$ cat config.mk
export PLATFORM = sky130hd
export DESIGN_NAME = switch_config_registers
export DESIGN_NICKNAME = d
export VERILOG_FILES = /design/src/logic/switch_config_pkg.sv /design/src/logic/clock_rate_divider.sv /design/src/logic/switch_config_registers.sv
export SDC_FILE = /design/constraint.sdc
export NUM_CORES = 2
export LEC_CHECK = 0
export BUFFER_PORTS_ARGS = -buffer_cell sky130_fd_sc_hd__buf_2
export CAP_MARGIN = 10
export CORE_AREA = 2 2 278 280
export DETAILED_ROUTE_END_ITERATION = 7
export DIE_AREA = 0 0 280 282
export PLACE_DENSITY = 0.62
export SYNTH_ARGS = -nofsm -noshare
export SYNTH_HDL_FRONTEND = slang
export SYNTH_HIERARCHICAL = 1
export SYNTH_SLANG_ARGS = --single-unit
$ cat constraint.sdc
create_clock -name clock_i -period 2.73 [get_ports clock_i]
set_input_delay 0.273 -clock clock_i [delete_from_list [all_inputs] [get_ports clock_i]]
set_output_delay 0.273 -clock clock_i [all_outputs]
set_load 0.01 [all_outputs]
$ cat src/logic/switch_config_pkg.sv
// Constants shared by the switch configuration register banks.
package switch_config_pkg;

  // Bank select values on the access port.
  localparam logic BANK_CORE = 1'b0;
  localparam logic BANK_NODE = 1'b1;

  // Processor switch bank offsets.
  localparam logic [7:0] CORE_ID_OFS = 8'h00;
  localparam logic [7:0] CORE_RES_A_OFS = 8'h01;
  localparam logic [7:0] CORE_RES_B_OFS = 8'h02;
  localparam logic [7:0] CORE_PERM_OFS = 8'h04;
  localparam logic [7:0] CORE_DBG_IRQ_OFS = 8'h05;
  localparam logic [7:0] CORE_CLK_DIV_OFS = 8'h06;
  localparam logic [7:0] CORE_SECURITY_OFS = 8'h07;
  localparam logic [7:0] CORE_SCRATCH_OFS = 8'h20;
  localparam logic [7:0] CORE_PC_OFS = 8'h40;
  localparam logic [7:0] CORE_SR_OFS = 8'h60;

  // Interconnect bank offsets.
  localparam logic [7:0] NODE_ID_REG_OFS = 8'h00;
  localparam logic [7:0] NODE_RES_OFS = 8'h01;
  localparam logic [7:0] NODE_CFG_OFS = 8'h04;
  localparam logic [7:0] NODE_IDENT_OFS = 8'h05;
  localparam logic [7:0] NODE_PLL_OFS = 8'h06;
  localparam logic [7:0] NODE_SW_RATIO_OFS = 8'h07;
  localparam logic [7:0] NODE_REF_RATIO_OFS = 8'h08;
  localparam logic [7:0] NODE_DIR_OFS = 8'h0c;

  // Bit positions of permission and node configuration fields.
  localparam int PERM_NO_DBG_WRITE_BIT = 0;
  localparam int PERM_NO_REMOTE_BIT = 8;
  localparam int PERM_FREEZE_BIT = 31;
  localparam int CFG_SHORT_HDR_BIT = 0;
  localparam int CFG_PLL_LOCK_BIT = 8;
  localparam int CFG_FREEZE_BIT = 31;
  localparam int DBG_IRQ_BIT = 0;

  // PLL field positions.
  localparam int PLL_REF_LSB = 0;
  localparam int PLL_REF_MSB = 5;
  localparam int PLL_FB_LSB = 8;
  localparam int PLL_FB_MSB = 20;
  localparam int PLL_OUT_LSB = 23;
  localparam int PLL_OUT_MSB = 25;

  // Identification values; these values are arbitrary.
  localparam logic [7:0] CORE_VERSION = 8'h5a;
  localparam logic [7:0] CORE_REVISION = 8'h2c;
  localparam logic [7:0] NODE_VERSION = 8'h6e;
  localparam logic [7:0] NODE_REVISION = 8'h17;

  // Resource counts reported by the banks.
  localparam logic [7:0] NUM_THREADS = 8'h08;
  localparam logic [7:0] NUM_SYNCS = 8'h07;
  localparam logic [7:0] NUM_LOCKS = 8'h04;
  localparam logic [7:0] NUM_CHANENDS = 8'h20;
  localparam logic [7:0] NUM_TIMERS = 8'h0a;
  localparam logic [7:0] NUM_CLK_BLOCKS = 8'h06;
  localparam logic [7:0] NUM_INT_LINKS = 8'h04;
  localparam logic [7:0] NUM_CORES = 8'h01;
  localparam logic [7:0] NUM_EXT_LINKS = 8'h08;

  // Reset values of writable registers.
  localparam logic [31:0] CORE_PERM_RESET = 32'h0000_0000;
  localparam logic [31:0] CORE_CLK_DIV_RESET = 32'h0000_0000;
  localparam logic [31:0] NODE_CFG_RESET = 32'h0000_0000;
  localparam logic [15:0] NODE_ID_RESET = 16'h0000;
  localparam logic [31:0] PLL_RESET = 32'h0000_0000;
  localparam logic [15:0] SW_RATIO_RESET = 16'h0000;
  localparam logic [15:0] REF_RATIO_RESET = 16'h0003;
  localparam logic [31:0] DIR_RESET = 32'h0000_0000;

  // Access sequencer states, Gray coded from ST_IDLE to ST_REPLY; the return to ST_IDLE flips both bits.
  typedef enum logic [1:0] {
    ST_IDLE = 2'b00,
    ST_DECODE = 2'b01,
    ST_REPLY = 2'b11
  } access_state_e;

endpackage : switch_config_pkg

$ cat src/logic/clock_rate_divider.sv
// Divides the system clock into a one-cycle enable every ratio plus one.
`timescale 1ns/1ps
module clock_rate_divider (
  input wire logic clock_i,
  input wire logic reset_i,
  input wire logic [15:0] ratio_i,
  output logic enable_o
);

  logic [15:0] count;

  // The count restarts on a pulse; ratio_i is compared every cycle, so a new ratio takes hold at once.
  always_ff @(posedge clock_i) begin
    if (reset_i) begin
      count <= 16'h0000;
      enable_o <= 1'b0;
    end else if (count >= ratio_i) begin
      count <= 16'h0000;
      enable_o <= 1'b1;
    end else begin
      count <= count + 16'h0001;
      enable_o <= 1'b0;
    end
  end

  property p_div_gap;
    @(posedge clock_i) disable iff (reset_i)
    (enable_o && ratio_i != 16'h0000 && $stable(ratio_i)) |=> !enable_o;
  endproperty
  a_div_gap: assert property (p_div_gap)
    else $error("Divider pulsed twice in a row with nonzero ratio.");

endmodule : clock_rate_divider

$ cat src/logic/switch_config_registers.sv
// Processor switch and interconnect configuration register banks.
`timescale 1ns/1ps

module switch_config_registers
  import switch_config_pkg::*;
(
  input wire logic clock_i,
  input wire logic reset_i,
  input wire logic req_valid_i,
  output logic req_ready_o,
  input wire logic req_write_i,
  input wire logic req_bank_i,
  input wire logic req_remote_i,
  input wire logic [7:0] req_addr_i,
  input wire logic [31:0] req_wdata_i,
  output logic rsp_valid_o,
  output logic rsp_err_o,
  output logic [31:0] rsp_rdata_o,
  input wire logic [7:0] mode_pins_i,
  input wire logic [31:0] security_word_i,
  input wire logic [7:0][31:0] thread_pc_i,
  input wire logic [7:0][31:0] thread_sr_i,
  output logic debug_irq_o,
  output logic switch_debug_write_block_o,
  output logic short_headers_o,
  output logic [15:0] node_id_o,
  output logic [5:0] pll_ref_div_o,
  output logic [12:0] pll_fb_div_o,
  output logic [2:0] pll_out_div_o,
  output logic [7:0][3:0] routing_direction_o,
  output logic core_clk_en_o,
  output logic switch_clk_en_o,
  output logic ref_clk_en_o
);

  access_state_e state;
  access_state_e next_state;
  logic hold_write;
  logic hold_bank;
  logic hold_remote;
  logic [7:0] hold_addr;
  logic [31:0] hold_wdata;

  logic [31:0] core_perm;
  logic [31:0] core_clk_div;
  logic [7:0][31:0] scratch;
  logic [31:0] node_cfg;
  logic [15:0] node_id;
  logic [31:0] pll_ctrl;
  logic [15:0] sw_ratio;
  logic [15:0] ref_ratio;
  logic [31:0] directions;
  logic [7:0] mode_capture;

  logic deciding;
  logic core_wr;
  logic node_wr;
  logic remote_refused;
  logic core_frozen;
  logic node_frozen;
  logic hit;
  logic [31:0] read_word;

  // Sequencer: take, decode, reply. One access in flight keeps it simple.
  always_comb begin
    case (state)
      ST_IDLE: next_state = req_valid_i ? ST_DECODE : ST_IDLE;
      ST_DECODE: next_state = ST_REPLY;
      ST_REPLY: next_state = ST_IDLE;
      default: next_state = ST_IDLE;
    endcase
  end

  always_ff @(posedge clock_i) begin
    if (reset_i) begin
      state <= ST_IDLE;
    end else begin
      state <= next_state;
    end
  end

  assign req_ready_o = (state == ST_IDLE);
  assign rsp_valid_o = (state == ST_REPLY);
  assign deciding = (state == ST_DECODE);

  // Hold the request so the caller may drop it after the handshake.
  always_ff @(posedge clock_i) begin
    if (reset_i) begin
      hold_write <= 1'b0;
      hold_bank <= BANK_CORE;
      hold_remote <= 1'b0;
      hold_addr <= 8'h00;
      hold_wdata <= 32'h0000_0000;
    end else if (req_valid_i && req_ready_o) begin
      hold_write <= req_write_i;
      hold_bank <= req_bank_i;
      hold_remote <= req_remote_i;
      hold_addr <= req_addr_i;
      hold_wdata <= req_wdata_i;
    end
  end

  // Mode pins are caught while reset is held and frozen after release.
  always_ff @(posedge clock_i) begin
    if (reset_i) begin
      mode_capture <= mode_pins_i;
    end
  end

  // Lock conditions; reads are never gated by the freeze bits.
  assign core_frozen = core_perm[PERM_FREEZE_BIT];
  assign node_frozen = node_cfg[CFG_FREEZE_BIT];
  assign remote_refused = (hold_bank == BANK_CORE) && hold_remote &&
                          core_perm[PERM_NO_REMOTE_BIT];
  assign core_wr = deciding && hold_write && (hold_bank == BANK_CORE) &&
                   !core_frozen && !remote_refused;
  assign node_wr = deciding && hold_write && (hold_bank == BANK_NODE) &&
                   !node_frozen;

  // Core permission register; only local writes may clear bit 8.
  always_ff @(posedge clock_i) begin
    if (reset_i) begin
      core_perm <= CORE_PERM_RESET;
    end else if (core_wr && hold_addr == CORE_PERM_OFS) begin
      core_perm[PERM_NO_DBG_WRITE_BIT] <= hold_wdata[PERM_NO_DBG_WRITE_BIT];
      core_perm[PERM_NO_REMOTE_BIT] <= hold_wdata[PERM_NO_REMOTE_BIT] ||
        (hold_remote && core_perm[PERM_NO_REMOTE_BIT]);
      core_perm[PERM_FREEZE_BIT] <= hold_wdata[PERM_FREEZE_BIT];
    end
  end

  assign switch_debug_write_block_o = core_perm[PERM_NO_DBG_WRITE_BIT];

  // Core clock divider; the full word is kept but only 16 bits drive.
  always_ff @(posedge clock_i) begin
    if (reset_i) begin
      core_clk_div <= CORE_CLK_DIV_RESET;
    end else if (core_wr && hold_addr == CORE_CLK_DIV_OFS) begin
      core_clk_div <= hold_wdata;
    end
  end

  // Scratch words for debug software, one per index.
  genvar gi;
  generate
    for (gi = 0; gi < 8; gi++) begin : g_scratch
      always_ff @(posedge clock_i) begin
        if (reset_i) begin
          scratch[gi] <= 32'h0000_0000;
        end else if (core_wr &&
                     hold_addr == CORE_SCRATCH_OFS + 8'(gi)) begin
          scratch[gi] <= hold_wdata;
        end
      end
    end
  endgenerate

  // Debug interrupt pulse lines up with the reply cycle.
  always_ff @(posedge clock_i) begin
    if (reset_i) begin
      debug_irq_o <= 1'b0;
    end else begin
      debug_irq_o <= core_wr && hold_addr == CORE_DBG_IRQ_OFS &&
                     hold_wdata[DBG_IRQ_BIT];
    end
  end

  // Node configuration; a freeze cannot be undone before reset.
  always_ff @(posedge clock_i) begin
    if (reset_i) begin
      node_cfg <= NODE_CFG_RESET;
    end else if (node_wr && hold_addr == NODE_CFG_OFS) begin
      node_cfg[CFG_SHORT_HDR_BIT] <= hold_wdata[CFG_SHORT_HDR_BIT];
      node_cfg[CFG_PLL_LOCK_BIT] <= hold_wdata[CFG_PLL_LOCK_BIT];
      node_cfg[CFG_FREEZE_BIT] <= hold_wdata[CFG_FREEZE_BIT];
    end
  end

  assign short_headers_o = node_cfg[CFG_SHORT_HDR_BIT];

  // Node identifier, clock ratios and routing directions.
  always_ff @(posedge clock_i) begin
    if (reset_i) begin
      node_id <= NODE_ID_RESET;
      sw_ratio <= SW_RATIO_RESET;
      ref_ratio <= REF_RATIO_RESET;
      directions <= DIR_RESET;
    end else if (node_wr) begin
      if (hold_addr == NODE_IDENT_OFS) begin
        node_id <= hold_wdata[15:0];
      end
      if (hold_addr == NODE_SW_RATIO_OFS) begin
        sw_ratio <= hold_wdata[15:0];
      end
      if (hold_addr == NODE_REF_RATIO_OFS) begin
        ref_ratio <= hold_wdata[15:0];
      end
      if (hold_addr == NODE_DIR_OFS) begin
        directions <= hold_wdata;
      end
    end
  end

  assign node_id_o = node_id;

  // PLL control; unused bits are dropped so they read back as zero.
  always_ff @(posedge clock_i) begin
    if (reset_i) begin
      pll_ctrl <= PLL_RESET;
    end else if (node_wr && hold_addr == NODE_PLL_OFS &&
                 !node_cfg[CFG_PLL_LOCK_BIT]) begin
      pll_ctrl <= 32'h0000_0000;
      pll_ctrl[PLL_REF_MSB:PLL_REF_LSB] <=
        hold_wdata[PLL_REF_MSB:PLL_REF_LSB];
      pll_ctrl[PLL_FB_MSB:PLL_FB_LSB] <= hold_wdata[PLL_FB_MSB:PLL_FB_LSB];
      pll_ctrl[PLL_OUT_MSB:PLL_OUT_LSB] <=
        hold_wdata[PLL_OUT_MSB:PLL_OUT_LSB];
    end
  end

  assign pll_ref_div_o = pll_ctrl[PLL_REF_MSB:PLL_REF_LSB];
  assign pll_fb_div_o = pll_ctrl[PLL_FB_MSB:PLL_FB_LSB];
  assign pll_out_div_o = pll_ctrl[PLL_OUT_MSB:PLL_OUT_LSB];
  assign routing_direction_o = directions;

  // Read decode for both banks; hit flags unmapped offsets as errors.
  always_comb begin
    read_word = 32'h0000_0000;
    hit = 1'b1;
    if (hold_bank == BANK_CORE) begin
      if (hold_addr == CORE_ID_OFS) begin
        read_word = {node_id, CORE_REVISION, CORE_VERSION};
      end else if (hold_addr == CORE_RES_A_OFS) begin
        read_word = {NUM_CHANENDS, NUM_LOCKS, NUM_SYNCS,
                     NUM_THREADS};
      end else if (hold_addr == CORE_RES_B_OFS) begin
        read_word = {16'h0000, NUM_CLK_BLOCKS, NUM_TIMERS};
      end else if (hold_addr == CORE_PERM_OFS) begin
        read_word = core_perm;
      end else if (hold_addr == CORE_DBG_IRQ_OFS) begin
        read_word = 32'h0000_0000;
      end else if (hold_addr == CORE_CLK_DIV_OFS) begin
        read_word = core_clk_div;
      end else if (hold_addr == CORE_SECURITY_OFS) begin
        read_word = security_word_i;
      end else if (hold_addr[7:3] == CORE_SCRATCH_OFS[7:3]) begin
        read_word = scratch[hold_addr[2:0]];
      end else if (hold_addr[7:3] == CORE_PC_OFS[7:3]) begin
        read_word = thread_pc_i[hold_addr[2:0]];
      end else if (hold_addr[7:3] == CORE_SR_OFS[7:3]) begin
        read_word = thread_sr_i[hold_addr[2:0]];
      end else begin
        hit = 1'b0;
      end
    end else begin
      if (hold_addr == NODE_ID_REG_OFS) begin
        read_word = {8'h00, mode_capture, NODE_REVISION,
                     NODE_VERSION};
      end else if (hold_addr == NODE_RES_OFS) begin
        read_word = {8'h00, NUM_EXT_LINKS, NUM_CORES,
                     NUM_INT_LINKS};
      end else if (hold_addr == NODE_CFG_OFS) begin
        read_word = node_cfg;
      end else if (hold_addr == NODE_IDENT_OFS) begin
        read_word = {16'h0000, node_id};
      end else if (hold_addr == NODE_PLL_OFS) begin
        read_word = pll_ctrl;
      end else if (hold_addr == NODE_SW_RATIO_OFS) begin
        read_word = {16'h0000, sw_ratio};
      end else if (hold_addr == NODE_REF_RATIO_OFS) begin
        read_word = {16'h0000, ref_ratio};
      end else if (hold_addr == NODE_DIR_OFS) begin
        read_word = directions;
      end else begin
        hit = 1'b0;
      end
    end
  end

  // Reply data is registered; a refused access returns zero and error.
  always_ff @(posedge clock_i) begin
    if (reset_i) begin
      rsp_rdata_o <= 32'h0000_0000;
      rsp_err_o <= 1'b0;
    end else if (deciding) begin
      rsp_rdata_o <= (remote_refused || hold_write) ? 32'h0000_0000
                                                    : read_word;
      rsp_err_o <= !hit || remote_refused ||
                   (hold_write && hold_bank == BANK_CORE && core_frozen) ||
                   (hold_write && hold_bank == BANK_NODE && node_frozen);
    end
  end

  // Processor, switch and reference clock enables.
  clock_rate_divider u_core_div (
    .clock_i(clock_i),
    .reset_i(reset_i),
    .ratio_i(core_clk_div[15:0]),
    .enable_o(core_clk_en_o)
  );

  clock_rate_divider u_switch_div (
    .clock_i(clock_i),
    .reset_i(reset_i),
    .ratio_i(sw_ratio),
    .enable_o(switch_clk_en_o)
  );

  clock_rate_divider u_ref_div (
    .clock_i(clock_i),
    .reset_i(reset_i),
    .ratio_i(ref_ratio),
    .enable_o(ref_clk_en_o)
  );

  property p_reply_time;
    @(posedge clock_i) disable iff (reset_i)
    (req_valid_i && req_ready_o) |-> ##2 rsp_valid_o;
  endproperty
  a_reply_time: assert property (p_reply_time)
    else $error("Reply did not come two cycles after the request.");

  property p_core_id;
    @(posedge clock_i) disable iff (reset_i)
    (rsp_valid_o && !rsp_err_o && !hold_write && hold_bank == BANK_CORE &&
     hold_addr == CORE_ID_OFS) |-> rsp_rdata_o[31:16] == node_id;
  endproperty
  a_core_id: assert property (p_core_id)
    else $error("Core ID word lacks the node number.");

  property p_core_freeze;
    @(posedge clock_i) disable iff (reset_i)
    (deciding && hold_write && hold_bank == BANK_CORE && core_frozen)
      |=> $stable(core_perm) && $stable(core_clk_div) && !debug_irq_o;
  endproperty
  a_core_freeze: assert property (p_core_freeze)
    else $error("Frozen core bank changed on a write.");

  property p_remote_keep;
    @(posedge clock_i) disable iff (reset_i)
    (deciding && hold_remote && hold_bank == BANK_CORE &&
     core_perm[PERM_NO_REMOTE_BIT]) |=> core_perm[PERM_NO_REMOTE_BIT];
  endproperty
  a_remote_keep: assert property (p_remote_keep)
    else $error("Remote access cleared the remote block bit.");

  property p_dbg_irq;
    @(posedge clock_i) disable iff (reset_i)
    (core_wr && hold_addr == CORE_DBG_IRQ_OFS && hold_wdata[DBG_IRQ_BIT])
      |=> debug_irq_o && rsp_valid_o ##1 !debug_irq_o;
  endproperty
  a_dbg_irq: assert property (p_dbg_irq)
    else $error("Debug interrupt pulse missing or too long.");

  property p_pll_lock;
    @(posedge clock_i) disable iff (reset_i)
    node_cfg[CFG_PLL_LOCK_BIT] |=> $stable(pll_ctrl);
  endproperty
  a_pll_lock: assert property (p_pll_lock)
    else $error("PLL control changed while locked.");

  property p_node_freeze;
    @(posedge clock_i) disable iff (reset_i)
    node_frozen |=> node_frozen && $stable(node_id) && $stable(directions);
  endproperty
  a_node_freeze: assert property (p_node_freeze)
    else $error("Frozen node bank changed.");

  property p_mode_hold;
    @(posedge clock_i) disable iff (reset_i)
    !$past(reset_i) |-> $stable(mode_capture);
  endproperty
  a_mode_hold: assert property (p_mode_hold)
    else $error("Captured mode pins changed after reset.");

  property p_short_hdr;
    @(posedge clock_i) disable iff (reset_i)
    (node_wr && hold_addr == NODE_CFG_OFS)
      |=> short_headers_o == $past(hold_wdata[CFG_SHORT_HDR_BIT]);
  endproperty
  a_short_hdr: assert property (p_short_hdr)
    else $error("Short header output did not follow the write.");

endmodule : switch_config_registers

After elaboration in Yosys (flattened, before gate mapping)
Index checks and enable logic that the tools add are counted.
- memories kept: 0
- latch bits: 0
- output and inout bits: 111
- input port bits: 598
- register bits: 534
- bits in writable memories: 0
- word-level logic and storage cells: 159
- ROM bits: 0
- divide/modulo/power cells: 0
- reductions and logical operators: 48
- shift-type cells: 0
- add/sub/neg operators: 3
- muxes and demuxes: 50
- multiply operators: 0
- equal/unequal tests: 21
- bitwise gates (word level): 1
- order comparisons: 4
- operators by type and width (operator ; count):
    32-bit 2-to-1 mux ; 23
    32-bit binary-select mux with 3-bit select ; 3
    8-bit by 6-bit equality test with 1-bit output, second input constant ; 8
    16-bit by 1-bit adder with 16-bit output, second input constant ; 3
    16-bit >= comparator ; 3
    8-bit by 3-bit equality test with 1-bit output, second input constant ; 4
    1-bit logical AND ; 29
    1-bit 2-to-1 mux ; 23
    8-bit by 4-bit equality test with 1-bit output, second input constant ; 2
    5-bit by 4-bit equality test with 1-bit output, second input constant ; 2
    8-bit by 1-bit equality test with 1-bit output, second input constant ; 1
    8-bit by 2-bit equality test with 1-bit output, second input constant ; 1
    8-bit zero test ; 1
    2-bit AND reduction ; 4
    2-bit OR reduction ; 3
    5-bit by 3-bit equality test with 1-bit output, second input constant ; 1
    1-bit zero test ; 5
    1-bit logical OR ; 5
    3-bit by 4-bit less-than comparator with 1-bit output, second input constant ; 1
    2-bit one-hot mux with 2 select lines ; 1
    2-bit by 1-bit equality test with 1-bit output, second input constant ; 1
    2-bit equality test, second input constant ; 1
    2-bit zero test ; 1
    1-bit inverter ; 1

Logic depth before layout (Yosys ltp)
- word-level depth: 16
- depth in mapped cells: 12

Cells and area by module
Netlist, hierarchy kept.
- modules (own cells, without submodules) (module ; seq. area each (sq um) ; cells an instance ; instances ; area each (sq um)):
    switch_config_registers ; 9749.4 ; 3025 ; 1 ; 25557.0
    clock_rate_divider (u_core_div ...) ; 340.3 ; 130 ; 2 ; 1209.9
    clock_rate_divider (u_switch_div) ; 340.3 ; 135 ; 1 ; 1131.1

Worst setup path before layout
Ideal clock, no wire load.
- kind: reg-to-reg
- start point: register hold_addr[0]
- end point: register rsp_rdata_o[8]
- data required time: 2608 ps
- slack: 594 ps
- data arrival time: 2014 ps
- period minus slack after synthesis: 2136 ps
- stages on the path, launching flop included: 11
- library setup time: 122 ps
- cell sequence: dfxtp_1 -> buf_4 -> buf_6 -> buf_4 -> buf_4 -> mux4_2 -> nand2_1 -> nand2_1 -> o221ai_1 -> a21oi_1 -> a311o_1
- word-level cells in the longest chain between the ends: 14
- elaborated cells between the ends (all ways): 35
- RTL lines (item ; RTL line ; source):
    start, declared ; switch_config_registers.sv:41 ; logic [7:0] hold_addr;
    start signal, assigned ; switch_config_registers.sv:98 ; hold_addr <= req_addr_i;
    32-bit binary-select mux with 3-bit select ; switch_config_registers.sv:251 ; read_word = thread_sr_i[hold_addr[2:0]];
    32-bit 2-to-1 mux (implied by the code) ; switch_config_registers.sv:251 ;
    32-bit 2-to-1 mux ; switch_config_registers.sv:250 ; end else if (hold_addr[7:3] == CORE_SR_OFS[7:3]) begin
    32-bit 2-to-1 mux ; switch_config_registers.sv:248 ; end else if (hold_addr[7:3] == CORE_PC_OFS[7:3]) begin
    32-bit 2-to-1 mux ; switch_config_registers.sv:246 ; end else if (hold_addr[7:3] == CORE_SCRATCH_OFS[7:3]) begin
    32-bit 2-to-1 mux ; switch_config_registers.sv:244 ; end else if (hold_addr == CORE_SECURITY_OFS) begin
    32-bit 2-to-1 mux ; switch_config_registers.sv:242 ; end else if (hold_addr == CORE_CLK_DIV_OFS) begin
    32-bit 2-to-1 mux ; switch_config_registers.sv:240 ; end else if (hold_addr == CORE_DBG_IRQ_OFS) begin
    32-bit 2-to-1 mux ; switch_config_registers.sv:238 ; end else if (hold_addr == CORE_PERM_OFS) begin
    32-bit 2-to-1 mux ; switch_config_registers.sv:236 ; end else if (hold_addr == CORE_RES_B_OFS) begin
    32-bit 2-to-1 mux ; switch_config_registers.sv:233 ; end else if (hold_addr == CORE_RES_A_OFS) begin
    32-bit 2-to-1 mux ; switch_config_registers.sv:231 ; if (hold_addr == CORE_ID_OFS) begin
    32-bit 2-to-1 mux * ; switch_config_registers.sv:230 ; if (hold_bank == BANK_CORE) begin
    32-bit 2-to-1 mux * ; switch_config_registers.sv:286 ; rsp_rdata_o <= (remote_refused || hold_write) ? 32'h0000_0000
    end signal, assigned ; switch_config_registers.sv:286 ;
    end, declared ; switch_config_registers.sv:18 ; output logic [31:0] rsp_rdata_o,
Every way passes the cells marked *; elsewhere a longest branch is shown, timed or not. The select of a mux whose other input is x is not followed.
A chain may end at the register's enable or synchronous reset.

Final worst setup path
- start point: register hold_addr[2]
- end point: register rsp_rdata_o[28]
The elaborated chain is that of the path after synthesis.

==> metrics.txt <==
# TYPE chip_impl_metric gauge
chip_impl_info{name="run_status",value="complete, no violations"} 1
chip_impl_metric{name="drv_cap",unit=""} 0
chip_impl_metric{name="pin_count_of_the_biggest_net_entering_global_routing",unit=""} 184
chip_impl_metric{name="routedWlPerCell",unit="um"} 29.39
chip_impl_metric{name="cts_sinks",unit=""} 534
chip_impl_metric{name="num-fill-cells",unit=""} 7241
chip_impl_metric{name="grt_overflow",unit=""} 0
chip_impl_metric{name="timing.max_slew.rel_slack",unit="%"} 25.28
chip_impl_metric{name="drt-vias-per-instance",unit=""} 5.959
chip_impl_info{name="r2r_start",value="hold_addr[2]"} 1
chip_impl_metric{name="power.density",unit="nW/um^2"} 517.8
chip_impl_metric{name="drc_errors",unit=""} 0
chip_impl_metric{name="clk_path_buf_depth",unit=""} 3
chip_impl_metric{name="syn_area_per_cell",unit="um^2"} 8.511
chip_impl_metric{name="first_global_vias",unit=""} 29070
chip_impl_info{name="layout_commonest_cell",value="sky130_fd_sc_hd__nand2_1"} 1
chip_impl_metric{name="count_of_yosys_warnings_during_synthesis",unit=""} 6
chip_impl_info{name="hold_path_class",value="in -> reg"} 1
chip_impl_metric{name="grt_first_pass_wirelength",unit="mm"} 213.2
chip_impl_metric{name="worst_case_reg_to_reg_path_depth",unit=""} 8
chip_impl_metric{name="peakVddDrop",unit="mV"} 0.4967
chip_impl_metric{name="required",unit="ns"} 3.30
chip_impl_metric{name="post-place-cells",unit=""} 5045
chip_impl_metric{name="route.antenna.remaining_nets",unit=""} 0
chip_impl_metric{name="min_period_over_period",unit="%"} 99.44
chip_impl_metric{name="globalplace.congestion",unit=""} 1.017
chip_impl_info{name="criticalPathCategory",value="reg -> reg"} 1
chip_impl_metric{name="design.core.area",unit="um^2"} 75700
chip_impl_metric{name="proportion_of_synthesized_chip_area_in_sequential_cells",unit="%"} 37.00
chip_impl_metric{name="final-hold-violation-count",unit=""} 0
chip_impl_metric{name="post_layout_nonfiller_instances",unit=""} 5228
chip_impl_metric{name="antenna_found_initial",unit=""} 31
chip_impl_metric{name="vias",unit=""} 31160
chip_impl_metric{name="max_clock_freq",unit="GHz"} 0.3684
chip_impl_metric{name="worstHoldPathCells",unit=""} 4
chip_impl_metric{name="post_synth_inst_count",unit=""} 3420
chip_impl_metric{name="h-tree-depth",unit=""} 2
chip_impl_metric{name="placement_rows",unit=""} 101
chip_impl_info{name="grt_setup_unrepaired",value="yes"} 1
chip_impl_metric{name="drive_above_1_share",unit="%"} 31.57
chip_impl_metric{name="dpl-instance-area",unit="um^2"} 34840
chip_impl_metric{name="hpwl",unit="mm"} 118.7
chip_impl_metric{name="synth.lib_cells_used.distinct",unit=""} 89
chip_impl_metric{name="ys_async_sr_fraction",unit="%"} 0
chip_impl_metric{name="regToRegSetupSlack",unit="ns"} 0.02
chip_impl_metric{name="final_nets",unit=""} 4838
chip_impl_metric{name="io_pins",unit=""} 709
chip_impl_info{name="highest_count_cells_in_the_layout_ignoring_fill_and_taps",value="sky130_fd_sc_hd__nand2_1, sky130_fd_sc_hd__buf_2, sky130_fd_sc_hd__dfxtp_1"} 1
chip_impl_metric{name="edff_count_synth",unit=""} 8
chip_impl_metric{name="final.min_clock_period",unit="ns"} 2.715
chip_impl_info{name="root_buffer",value="sky130_fd_sc_hd__clkbuf_16"} 1
chip_impl_info{name="type_of_destination_of_the_critical_path",value="register"} 1
chip_impl_metric{name="dieArea",unit="um^2"} 78960
chip_impl_metric{name="finalSetupViolCount",unit=""} 0
chip_impl_metric{name="register_area",unit="um^2"} 10780
chip_impl_info{name="cell_occurring_most_often_along_the_worst_timing_path",value="sky130_fd_sc_hd__buf_4"} 1
chip_impl_metric{name="fin_worst_hold_slack",unit="ns"} 0.02965
chip_impl_info{name="startpoint",value="hold_addr[2]"} 1
chip_impl_metric{name="final_core_util",unit="%"} 49.52
chip_impl_metric{name="cts_made_buffers",unit=""} 57
chip_impl_metric{name="die_wd",unit="um"} 280
chip_impl_metric{name="final.setup.tns",unit="ns"} 0
chip_impl_info{name="critical_path.slowest_cell",value="sky130_fd_sc_hd__dfxtp_4"} 1
chip_impl_metric{name="synth.net_count",unit=""} 4069
chip_impl_info{name="crit_path_cell_trace",value="inv_6, buf_4, nand3_1, buf_4, o22ai_1, nor2_4, o32ai_2, a22o_1"} 1
chip_impl_info{name="tritoncts",value="done"} 1
chip_impl_info{name="worstHoldStart",value="security_word_i[6]"} 1
chip_impl_metric{name="initial_utilization",unit="%"} 38.45
chip_impl_info{name="worst_setup_path_start_kind",value="register"} 1
chip_impl_metric{name="drt_iter0_markers",unit=""} 4183
chip_impl_metric{name="tightestPinTransition",unit="ns"} 1.119
chip_impl_metric{name="ys_seq_elements",unit=""} 534
chip_impl_info{name="hold_path_end",value="rsp_rdata_o[6]"} 1
chip_impl_metric{name="design_area",unit="um^2"} 37480
chip_impl_info{name="ys.flop_type",value="sky130_fd_sc_hd__dfxtp_1"} 1
chip_impl_metric{name="path_max_fanout",unit=""} 17
chip_impl_metric{name="grt_util_all_layers",unit="%"} 37.75
chip_impl_metric{name="maxSlewViolCount",unit=""} 0
chip_impl_metric{name="port_buffers",unit=""} 708
chip_impl_metric{name="die_h",unit="um"} 282
chip_impl_metric{name="total_standard_cell_area_after_synthesis",unit="um^2"} 29110
chip_impl_metric{name="drt_wl_total",unit="mm"} 153.6
chip_impl_metric{name="worst_ep_arrival_time",unit="ns"} 3.29
chip_impl_metric{name="drt_pass1_iterations",unit=""} 5
chip_impl_metric{name="clk_transition_reported_paths",unit="ns"} 0.06
chip_impl_metric{name="p_leak",unit="nW"} 14.26
chip_impl_metric{name="clock_insertion_delay_worst_skew",unit="ns"} 0.64
chip_impl_metric{name="syn_to_final_growth",unit="%"} 28.77
chip_impl_info{name="timing.rr.end",value="rsp_rdata_o[28]"} 1
chip_impl_metric{name="multi_input_area",unit="um^2"} 16770
chip_impl_metric{name="finalClockSkew",unit="ns"} 0.01991
chip_impl_metric{name="cpPeakStageDelay",unit="ns"} 0.41
[final cells by class]
| type | count | share of cell area [%] |
|---|---|---|
| Timing Repair Buffer | 1015 | 17.55 |
| Inverter | 59 | 0.6042 |
| Clock buffer | 88 | 4.577 |
| Clock inverter | 17 | 0.4139 |
| Antenna cell | 15 | 0.1001 |
| Sequential cell | 534 | 28.76 |
| Tap cell | 978 | 3.265 |
| Multi-Input combinational cell | 2522 | 44.73 |
[timing repair]
item / CTS / global route
endpoints found under the hold margin: 52 / 0
pin swaps: 0 / 2
buffers inserted: 5 / 5
cloned: 0 / 1
gates resized for setup: 7 / 18
endpoints found under the setup margin: 5 / 15
hold buffers: 52 / 0
[critical path: cells and delay by family (launching register included)]
family          cells  cell delay [ns]
compound gates      3             0.89
buf+inv             3             0.88
flops               1             0.41
simple gates        2             0.47
[per-stage QoR]
stage                     setup slack [ns]  power, mW
final                              0.01526      19.41
after global routing              -0.03440      19.87
after CTS                        0.0009066      19.30
after detailed placement           -0.1067      11.48
after global placement             -0.1194      11.49
after floorplan                     0.5944      9.785
[worst max-delay path by stage]
stage / slack (ns) / cells after the start / to
global placement: -0.12 / 9 / rsp_rdata_o[1]
finish: 0.02 / 8 / rsp_rdata_o[28]
global route: -0.03 / 8 / rsp_rdata_o[31]
detailed placement: -0.11 / 10 / rsp_rdata_o[1]
floorplan: 0.59 / 10 / rsp_rdata_o[8]
CTS: 0.0009 / 8 / rsp_rdata_o[31]
[flip-flops by register name (all words and copies together) (netlist names), 2 cells and up]
register and cells:
scratch 256, core_clk_div 32, hold_wdata 32, routing_direction_o 32, rsp_rdata_o 32, pll_ctrl 22
node_id_o 16, ref_ratio 16, sw_ratio 16, u_core_div/count 16, u_ref_div/count 16, u_switch_div/count 16
hold_addr 8, mode_capture 8, core_perm 3, node_cfg 3, state 2
[logic make-up (layout without fill, tap and decap cells)]
| kind of cell | after synthesis | after routing | synth area share [%] |
|---|---|---|---|
| XOR/XNOR | 42 | 42 | 1.264 |
| adder cells (fa/ha/maj) | 51 | 51 | 2.192 |
| flip-flops | 534 | 534 | 37.00 |
| other | 0 | 15 | 0 |
| AO/OA/AOI/OAI | 801 | 801 | 15.91 |
| multiplexers | 279 | 279 | 17.54 |
| buffers and inverters | 364 | 1179 | 5.760 |
| AND/OR/NAND/NOR | 1349 | 1349 | 20.33 |
[routing by layer]
layer | part of all wire (%) | track usage, % | vias to the layer above
met4 | 5.2 | 17.50 | 22
met3 | 13 | 11.00 | 341
met1 | 37 | 48.39 | 15000
met5 | 0.091 | 0 | -
li1 | - | - | 13620
met2 | 45 | 58.66 | 2176
[power breakdown]
group          switching (mW)  internal [mW]
Combinational            1.93           1.42
Sequential              0.270           7.91
Clock                    3.38           4.50
Total                    5.58           13.8
[synth_stat cells, types with 32 or more instances]
master | count | area (um^2)
sky130_fd_sc_hd__buf_4 | 33 | 247.7
sky130_fd_sc_hd__dfxtp_1 | 526 | 10530
sky130_fd_sc_hd__o22ai_1 | 32 | 200.2
sky130_fd_sc_hd__inv_1 | 57 | 214.0
sky130_fd_sc_hd__o21ai_0 | 82 | 410.4
sky130_fd_sc_hd__a21oi_1 | 517 | 2587
sky130_fd_sc_hd__mux2i_1 | 86 | 860.8
sky130_fd_sc_hd__buf_2 | 89 | 445.4
sky130_fd_sc_hd__nand3_1 | 34 | 170.2
sky130_fd_sc_hd__nor2_1 | 90 | 337.8
sky130_fd_sc_hd__ha_1 | 51 | 638.1
sky130_fd_sc_hd__nor3_1 | 47 | 235.2
sky130_fd_sc_hd__nand2_1 | 1005 | 3772
sky130_fd_sc_hd__mux4_2 | 184 | 4144
sky130_fd_sc_hd__clkbuf_1 | 164 | 615.6
Power figures use the tool's default switching activity.
